### config.mk
export PLATFORM = sky130hd
export DESIGN_NAME = mia_indirect_access
export DESIGN_NICKNAME = d
export VERILOG_FILES = /design/src/shared/mia_pkg.sv /design/src/rtl/mia_ptr_step.sv /design/src/rtl/mia_indirect_access.sv
export SDC_FILE = /design/constraint.sdc
export NUM_CORES = 1
export LEC_CHECK = 0
export BUFFER_PORTS_ARGS = -buffer_cell sky130_fd_sc_hd__buf_2
export CORE_UTILIZATION = 54
export CTS_CLUSTER_DIAMETER = 100
export CTS_CLUSTER_SIZE = 12
export DETAILED_ROUTE_END_ITERATION = 7
export GPL_ROUTABILITY_DRIVEN = 0
export PLACE_DENSITY = 0.85
export SLEW_MARGIN = 0
export SYNTH_ARGS = -nofsm -noshare
export SYNTH_HDL_FRONTEND = slang
export SYNTH_SLANG_ARGS = --single-unit
### constraint.sdc
create_clock -name clock_in -period 3 [get_ports clock_in]
set_clock_uncertainty 0.15 [all_clocks]
set_input_delay 0.15 -clock clock_in [delete_from_list [all_inputs] [get_ports clock_in]]
set_output_delay 0.15 -clock clock_in [all_outputs]
set_load 0.01 [all_outputs]
### src/shared/mia_pkg.sv
// mia_pkg: constants and types for the indirect extended-register access block
// assumes a 16-bit direct register space with 5-bit register numbers
package mia_pkg;

  // direct register numbers of the two access registers
  localparam logic [4:0]  MIA_CTRL_ADDR   = 5'h0_D;
  localparam logic [4:0]  MIA_PORT_ADDR   = 5'h0_E;

  // control register field positions
  localparam int          MIA_FUNC_HI     = 15;
  localparam int          MIA_FUNC_LO     = 14;
  localparam int          MIA_SEL_HI      = 4;
  localparam int          MIA_SEL_LO      = 0;

  // only supported manageable-device selector
  localparam logic [4:0]  MIA_SEL_GENERAL = 5'h1_F;

  // access function codes
  localparam logic [1:0]  MIA_FN_ADDR     = 2'h0;
  localparam logic [1:0]  MIA_FN_DATA     = 2'h1;
  localparam logic [1:0]  MIA_FN_INC_RW   = 2'h2;
  localparam logic [1:0]  MIA_FN_INC_WR   = 2'h3;

  // reset values
  localparam logic [1:0]  MIA_FUNC_RST    = 2'h0;
  localparam logic [4:0]  MIA_SEL_RST     = 5'h0_0;
  localparam logic [15:0] MIA_XADDR_RST   = 16'h0000;
  localparam logic [15:0] MIA_DATA_RST    = 16'h0000;

  // read-back of an ignored indirect access
  localparam logic [15:0] MIA_IGNORED_RD  = 16'h0000;

  typedef enum logic [0:0] {
    MIA_IDLE,
    MIA_RD_WAIT
  } mia_state_t;

endpackage : mia_pkg

### src/rtl/mia_ptr_step.sv
// mia_ptr_step: next value of the extended-address register after a data access
// assumes the caller only asserts done_in for accepted data-function accesses
`timescale 1ns/1ps
`default_nettype none

module mia_ptr_step
  import mia_pkg::*;
(
  input  wire logic [1:0]  func_in,   // current access function
  input  wire logic [15:0] addr_in,   // current extended address
  input  wire logic        wr_in,     // 1 write, 0 read
  input  wire logic        done_in,   // access completes this cycle
  output logic      [15:0] addr_out   // address after the access
);

  logic bump;

  always_comb begin
    bump = 1'b0;
    if (done_in) begin
      case (func_in)
        MIA_FN_INC_RW: bump = 1'b1;
        MIA_FN_INC_WR: bump = wr_in;
        default:       bump = 1'b0;
      endcase
    end
    addr_out = bump ? 16'(addr_in + 16'h0001) : addr_in;
  end

endmodule // mia_ptr_step

`default_nettype wire

### src/rtl/mia_indirect_access.sv
// mia_indirect_access: control and address/data port registers giving indirect
// access to the extended register space
// assumes the direct register decoder gives one-cycle read/write strobes and
// waits while busy_out is high; the extended space answers reads combinationally
`timescale 1ns/1ps
`default_nettype none

// Functional notes
// - The extended set is reached through the control register at 0xD and the port at 0xE.
// - Registers 0 to 31 are reachable indirectly too, but indirect hits on 0xD and 0xE are ignored.
// - Control bits 4:0 hold the device selector steering every port access.
// - Only selector 11111 is served; port accesses under any other selector are ignored.
// - Control bits 15:14 pick address, data, data with increment on all, data with increment on writes.
// - With function 00 a port write loads the extended-address register, again and again.
// - With function 00 a port read returns the extended-address register.
// - The address register must be set first; the target is taken only from it.
// - With function 01 port accesses hit the addressed register and leave the address alone.
// - With function 10 the address steps by one after every port read or write.
// - With function 11 the address steps after port writes only.
// - Direct frames take the register number from a five-bit field over 32 16-bit registers.
module mia_indirect_access
  import mia_pkg::*;
(
  input  wire logic        clock_in,       // 125 MHz clock
  input  wire logic        rstn_in,        // async reset, active low
  input  wire logic [4:0]  reg_addr_in,    // direct register number
  input  wire logic        reg_wr_in,      // direct write strobe
  input  wire logic        reg_rd_in,      // direct read strobe
  input  wire logic [15:0] reg_wdata_in,   // direct write data
  output logic      [15:0] reg_rdata_out,  // read data
  output logic             reg_rvalid_out, // read data valid pulse
  output logic             busy_out,       // indirect read in flight
  output logic      [15:0] ext_addr_out,   // extended register address
  output logic      [15:0] ext_wdata_out,  // extended write data
  output logic             ext_wr_out,     // extended write pulse
  output logic             ext_rd_out,     // extended read pulse
  input  wire logic [15:0] ext_rdata_in,   // extended read data
  output logic      [1:0]  func_out,       // current access function
  output logic      [4:0]  sel_out         // current device selector
);

  import mia_pkg::*;

  typedef struct packed {
    mia_state_t  state;
    logic [1:0]  func;
    logic [4:0]  sel;
    logic [15:0] xaddr;
    logic [15:0] rdata;
    logic        rvalid;
    logic        busy;
    logic [15:0] eaddr;
    logic [15:0] ewdata;
    logic        ewr;
    logic        erd;
  } mia_regs_t;

  localparam mia_regs_t MIA_REGS_RST = '{
    state:  MIA_IDLE,
    func:   MIA_FUNC_RST,
    sel:    MIA_SEL_RST,
    xaddr:  MIA_XADDR_RST,
    rdata:  MIA_DATA_RST,
    rvalid: 1'b0,
    busy:   1'b0,
    eaddr:  MIA_XADDR_RST,
    ewdata: MIA_DATA_RST,
    ewr:    1'b0,
    erd:    1'b0
  };

  mia_regs_t   r_ff;
  mia_regs_t   nxt_r;
  logic        sel_ok;
  logic        target_ok;
  logic        step_wr;
  logic        step_done;
  logic [15:0] xaddr_step;

  assign sel_ok    = (r_ff.sel == MIA_SEL_GENERAL);
  assign target_ok = (r_ff.xaddr != {11'h000, MIA_CTRL_ADDR}) &&
                     (r_ff.xaddr != {11'h000, MIA_PORT_ADDR});

  assign step_wr   = (r_ff.state == MIA_IDLE);
  assign step_done = (r_ff.state == MIA_RD_WAIT) ||
                     (reg_wr_in && reg_addr_in == MIA_PORT_ADDR && sel_ok &&
                      r_ff.func != MIA_FN_ADDR && target_ok);

  mia_ptr_step u_step (
    .func_in  (r_ff.func),
    .addr_in  (r_ff.xaddr),
    .wr_in    (step_wr),
    .done_in  (step_done),
    .addr_out (xaddr_step)
  );

  always_comb begin
    nxt_r        = r_ff;
    nxt_r.rvalid = 1'b0;
    nxt_r.ewr    = 1'b0;
    nxt_r.erd    = 1'b0;
    case (r_ff.state)
      MIA_IDLE: begin
        if (reg_wr_in) begin
          if (reg_addr_in == MIA_CTRL_ADDR) begin
            nxt_r.func = reg_wdata_in[MIA_FUNC_HI:MIA_FUNC_LO];
            nxt_r.sel  = reg_wdata_in[MIA_SEL_HI:MIA_SEL_LO];
          end else if (reg_addr_in == MIA_PORT_ADDR && sel_ok) begin
            if (r_ff.func == MIA_FN_ADDR) begin
              nxt_r.xaddr = reg_wdata_in;
            end else if (target_ok) begin
              nxt_r.ewr    = 1'b1;
              nxt_r.eaddr  = r_ff.xaddr;
              nxt_r.ewdata = reg_wdata_in;
              nxt_r.xaddr  = xaddr_step;
            end
          end
        end else if (reg_rd_in) begin
          if (reg_addr_in == MIA_CTRL_ADDR) begin
            nxt_r.rdata  = {r_ff.func, 9'h000, r_ff.sel};
            nxt_r.rvalid = 1'b1;
          end else if (reg_addr_in == MIA_PORT_ADDR) begin
            if (!sel_ok) begin
              nxt_r.rdata  = MIA_IGNORED_RD;
              nxt_r.rvalid = 1'b1;
            end else if (r_ff.func == MIA_FN_ADDR) begin
              nxt_r.rdata  = r_ff.xaddr;
              nxt_r.rvalid = 1'b1;
            end else if (!target_ok) begin
              nxt_r.rdata  = MIA_IGNORED_RD;
              nxt_r.rvalid = 1'b1;
            end else begin
              nxt_r.erd   = 1'b1;
              nxt_r.eaddr = r_ff.xaddr;
              nxt_r.busy  = 1'b1;
              nxt_r.state = MIA_RD_WAIT;
            end
          end
        end
      end
      MIA_RD_WAIT: begin
        nxt_r.rdata  = ext_rdata_in;
        nxt_r.rvalid = 1'b1;
        nxt_r.busy   = 1'b0;
        nxt_r.xaddr  = xaddr_step;
        nxt_r.state  = MIA_IDLE;
      end
      default: begin
        nxt_r = MIA_REGS_RST;
      end
    endcase
  end

  always_ff @(posedge clock_in or negedge rstn_in) begin
    if (!rstn_in) begin
      r_ff <= MIA_REGS_RST;
    end else begin
      r_ff <= nxt_r;
    end
  end

  assign reg_rdata_out  = r_ff.rdata;
  assign reg_rvalid_out = r_ff.rvalid;
  assign busy_out       = r_ff.busy;
  assign ext_addr_out   = r_ff.eaddr;
  assign ext_wdata_out  = r_ff.ewdata;
  assign ext_wr_out     = r_ff.ewr;
  assign ext_rd_out     = r_ff.erd;
  assign func_out       = r_ff.func;
  assign sel_out        = r_ff.sel;

endmodule // mia_indirect_access

`default_nettype wire

==> impl_metrics.toml, run 1 <==
[floorplan]
initial_utilization_pct = 56.4
dieWidth_microns = 89.3
fp.dieH_microns = 89.3
fp-row-count = 31
pin_count = 100
core_sq_um = 7290
dieArea_sq_um = 7970

[worst_setup_path]
endpoint = "reg_rdata_out[1]"
setup.worst_path.class = "reg2reg"
slowest_stage = "or4_1"
cp_num_cells = 6
rr_worst_depth = 6
worstPathRequired_ps = 3070
cp_top_family = "simple AND/OR/NAND/NOR gates"
start_kind = "register"
worst_r2r_endpoint = "reg_rdata_out[1]"
worstPathCellList = "or4_1 -> nor4_4 -> nor2_2 -> o21ai_2 -> a21oi_2 -> a221o_1"
r2r_start = "r_ff[59]"
arrival_ps = 2780
cp_max_fo = 17
startpoint = "r_ff[59]"
crit_buf_inv = 0
regToRegSetupSlack_ps = 290
crit_path_max_incr_delay_ps = 590
end_kind = "register"

[clock_tree]
cts-resized-gates = 0
cts.sinks = 75
cts.path.max_buffers = 2
cts-buffers-inserted = 9
htreeDepth = 3
clkSlewWorstSetupHoldPaths_ps = 80
clock_latency_ps = 340
root_buffer = "clkbuf_8"
cts_tree = "built"

[pwr]
peakVddDrop_v = 0.000374
p_total_uw = 2280
p_leak_uw = 0.00250
power_density_nw_per_um2 = 473

[detailed_routing]
dr.pass1.iters = 5
wirelength_microns = 9950
drt_iter0_markers = 241
route.detailed.drc = 0
ant_nets = 0
wire_per_inst_microns = 18.1
vias = 3215
via_per_inst = 5.85

[timing]
fmax_ghz = 0.369
period_share_pct = 90.2
tightest_slew_ps = 918
setup_viol_count_final = 0
relSlewSlack_pct = 38.8
hold_viol_final = 0
fin_crit_ps = 2710
finalMaxSlewViolations = 0
rsz0062_at_grt = "no"
tns_ps = 0

[final_layout]
final_core_util_pct = 66.0
stdcell_count = 550
final_cell_mix = "buf_2, dfrtp_1, dlygate4sd3_1"
n_antenna_cell = 0
final_common_cell = "buf_2"
drive_gt1_share_pct = 39.0
finalNetCount = 491
synthToLayoutAreaGrowth_pct = 17.0
nFillCells = 589
regArea_sq_um = 1880
multi_input_area_sq_um = 1690

[yosys]
synth_top_cell_area_share_pct = 45.6
syn_inst = 372
syn_area_per_cell_sq_um = 11.1
synth_ff_type = "dfrtp_1"
synth-seq-area-share_pct = 45.6
synth_edf_count = 0
synth_largest_area_cell = "dfrtp_1"
yosys_warnings = 0
synthesis.nets = 416
ys_top_cells_by_area = "dfrtp_1, buf_4, mux2_2, mux2_4, a22o_1"
synthArstFlopShare_pct = 100
synth-seq-cells = 75
synth.distinct_cells = 69
syn-cell-area_sq_um = 4120

[grt]
grt_remaining_overflow = 0
grt_max_degree = 76
antenna_found_initial = 0
grt_pass1_vias = 3115
grt_pass1_wl_microns = 15700
grt_use_total_pct = 26.7

[status]
outcome = "complete, no violations"

[placement]
portBuffers = 99
dp_hpwl_microns = 6700
post-place-cells = 505

[job]
maxCapViolations = 0

[min_path]
hp-class = "in2reg"
worst register-to-register path: stages (launching register included):
cell and delay [ps]:
dfrtp_1 470, or4_1 590, nor4_4 430, nor2_2 140
o21ai_2 160, a21oi_2 220, a221o_1 440
synth_stat cells (all sizes together) (2+ instances only):
cell type and number:
ha 3, o31ai 3, buf 63, o31a 2, dfrtp 75, a21oi 8
nor4 3, nor2b 2, o22a 5, and2 3, clkbuf 8, nand2 17
nand3 8, a22o 15, inv 11, a32oi 3, a21o 9, o21a 2
mux2 38, nand4 6, o21ai 6, a31oi 6, nor3 13, xnor2 2
o22ai 2, or4 3, a221o 7, nor2 22, a211oi 3
per-layer routing:
layer	GRT usage, %	routed length [microns]	up-vias
met3	4.71	732	34
met1	35.6	4240	1553
li1	-	-	1447
met5	0	0	-
met2	42.7	4630	181
met4	12.7	352	0
flip-flops by register name (all words and copies together) (netlist names):
signal and count:
ext_rd_out 1, busy_out 1, ext_addr_out 16, r_ff 16, ext_wr_out 1, reg_rdata_out 16, sel_out 5, func_out 2
ext_wdata_out 16, reg_rvalid_out 1
worst min-delay path by stage:
stage / from / endpoint / depth (start not counted)
after global placement: rstn_in / ext_addr_out[13] / 1
final: ext_rdata_in[12] / reg_rdata_out[12] / 3
after CTS: ext_rdata_in[6] / reg_rdata_out[6] / 3
after global routing: ext_rdata_in[6] / reg_rdata_out[6] / 3
after floorplan: rstn_in / busy_out / 0
after detailed placement: rstn_in / ext_addr_out[11] / 1
through the flow:
| step | worst slack, ps | cell area [sq um] | hold slack, ps |
|---|---|---|---|
| floorplan | 530 | 4120 | -296 |
| global placement | 395 | 4270 | 188 |
| detailed placement | 350 | 4270 | 194 |
| CTS | 331 | 4810 | 5.39 |
| global route | 144 | 4810 | 12.5 |
| finish | 293 | 4810 | 8.29 |
timing repair:
item | 4_1_cts | 5_1_grt
endpoints found under the setup margin | 0 | 0
hold endpoints to repair | 116 | 0
buffers inserted | 0 | 0
hold buffers | 30 | 0
cell type report:
type / count / area share [%]
flip-flops and latches: 75 / 39.0
repair buffers: 135 / 17.5
clock buffers: 11 / 2.94
multi-input cells: 215 / 35.1
clock inverters: 4 / 2.05
well taps: 99 / 2.57
inverters: 11 / 0.858
where the power goes:
group          switching, uW  internal [uW]
sequential              42.2           1040
combinational            143            126
clock                    353            573
cells by family (layout without fill, tap and decap cells):
logic type | after synthesis | after routing | share of synthesized area [%]
xor gates and xnor gates | 3 | 3 | 0.639
muxes | 38 | 38 | 11.3
AOI/OAI and AO/OA | 84 | 84 | 16.2
and+or+nand+nor | 87 | 87 | 11.8
DFF | 75 | 75 | 45.6
adders and majority gates | 3 | 3 | 0.912
buffers and inverters | 82 | 161 | 13.5
(Power assumes the default switching activity.)
==> inputs of run 2 (changes only) <==
- PLACE_DENSITY: 0.85 -> default
- PLACE_DENSITY_LB_ADDON: default -> 0.12
==> impl_metrics.toml, run 2 (synthesis results as in run 1) <==
[floorplan]
pin_count = 100
dieArea_sq_um = 7970
fp.dieH_microns = 89.3
fp-row-count = 31
core_sq_um = 7290
dieWidth_microns = 89.3
initial_utilization_pct = 56.4

[pwr]
pwr-share-clk_pct = 41.0
power_frac_comb_pct = 11.8
p_seq_share_pct = 47.2
power_density_nw_per_um2 = 468
peakVddDrop_v = 0.000243
internal_power_uw = 1720
p_total_uw = 2290
p_sw_uw = 566
p_leak_uw = 0.00252
swShare_pct = 24.8

[clock_tree]
cts.sinks = 75
clkSlewWorstSetupHoldPaths_ps = 80
htreeDepth = 3
root_buffer = "clkbuf_8"
cts_setup_buffers = 0
cts-buffers-inserted = 9
cts.path.max_buffers = 2
clock_latency_ps = 350
cts_tree = "built"

[placement]
dp_hpwl_microns = 6700
portBuffers = 99

[worst_setup_path]
end_kind = "register"
cp_top_family = "simple AND/OR/NAND/NOR gates"
cp_num_cells = 6
setup.worst_path.class = "reg2reg"
regToRegSetupSlack_ps = 330
cp_max_fo = 17
rr_worst_depth = 6
arrival_ps = 2750
worstPathCellList = "or4_1 -> nor4_4 -> nor2_2 -> o21ai_2 -> a21oi_2 -> a221o_1"
slowest_stage = "or4_1"
crit_path_max_incr_delay_ps = 590
start_kind = "register"
crit_buf_inv = 0
worstPathRequired_ps = 3080

[detailed_routing]
via_per_inst = 5.66
vias = 3160
wire_per_inst_microns = 17.5
wirelength_microns = 9740
route.detailed.drc = 0
dr.pass1.iters = 7
drt_iter0_markers = 235
ant_nets = 0

[timing]
period_share_pct = 88.9
hold_viol_final = 0
setup_viol_count_final = 0
tns_ps = 0
relSlewSlack_pct = 38.1
fmax_ghz = 0.375
tightest_slew_ps = 929
rsz0062_at_grt = "no"
fin_crit_ps = 2670
finalMaxSlewViolations = 0

[grt]
grt_max_degree = 76
grt_remaining_overflow = 0
grt_use_total_pct = 25.4
grt_pass1_wl_microns = 14800
antenna_found_initial = 0
grt_pass1_vias = 2943

[final_layout]
n_antenna_cell = 0
synthToLayoutAreaGrowth_pct = 18.7
drive_gt1_share_pct = 39.7
final_cell_mix = "buf_2, dfrtp_1, dlygate4sd3_1"
final_common_cell = "buf_2"
nFillCells = 600
finalNetCount = 498
final_core_util_pct = 67.0

[min_path]
hold_depth = 3
hp-class = "in2reg"

[status]
outcome = "complete, no violations"

[job]
maxCapViolations = 0
==> run 2: cell count changes in the layout (fill, tap and decap cells not counted), sizes merged <==
cell and change:
buf +5, clkbuf -1, clkinvlp +2, dlygate4sd3 +2
==> run 2: power groups by stage <==
stage / Combinational, uW / Clock, uW / Sequential (uW)
final: 270 / 937 / 1080
after global routing: 296 / 985 / 1080
after CTS: 269 / 953 / 1080
after detailed placement: 236 / 0 / 1100
after global placement: 235 / 0 / 1100
after floorplan: 175 / 0 / 1080
==> run 2: repair_timing <==
item,in CTS,in global routing
gates resized for setup,0,0
hold buffers,32,0
setup endpoints to repair,0,0
endpoints found under the hold margin,118,0
==> run 2: layout make-up <==
class / count / area (sq um) / share of cell area [%]
Clock inverter: 6 / 114 / 2.33
Tap cell: 99 / 124 / 2.54
Inverter: 11 / 41.3 / 0.845
Sequential cell: 75 / 1880 / 38.4
Clock buffer: 10 / 128 / 2.61
Timing Repair Buffer: 142 / 913 / 18.7
Multi-Input combinational cell: 215 / 1690 / 34.6
==> run 2: worst paths after layout <==
path | end | start
setup / recovery | reg_rdata_out[1] | r_ff[59]
hold / removal | reg_rdata_out[4] | ext_rdata_in[4]
setup reg to reg | reg_rdata_out[1] | r_ff[59]
hold reg to reg | reg_rdata_out[11] | reg_rdata_out[11]
max in group asynchronous | r_ff[55] | rstn_in
min in group asynchronous | ext_addr_out[13] | rstn_in
==> run 2: metal layers <==
metal / part of all wire (%) / global-route usage, % / wire (microns)
met3: 6.9 / 5.36 / 669
met5: 0 / 0 / 0
met2: 47 / 39.1 / 4540
met4: 1.3 / 8.37 / 131
met1: 45 / 36.1 / 4390
==> run 2: metrics by stage <==
step / std cells / hold slack [ps] / instance area, sq um / setup slack (ps)
2_1_floorplan: 372 / -296 / 4120 / 530
3_3_place_gp: 510 / 198 / 4320 / 378
3_5_place_dp: 510 / 207 / 4320 / 359
4_1_cts: 558 / 1.75 / 4890 / 334
5_1_grt: 558 / 23.8 / 4890 / 186
6_report: 558 / 17.5 / 4890 / 332
==> run 2: worst min-delay path, delay by kind of cell <==
family	cells	cell delay [ps]
AO/OA/AOI/OAI	2	260
buffers and inverters	1	80
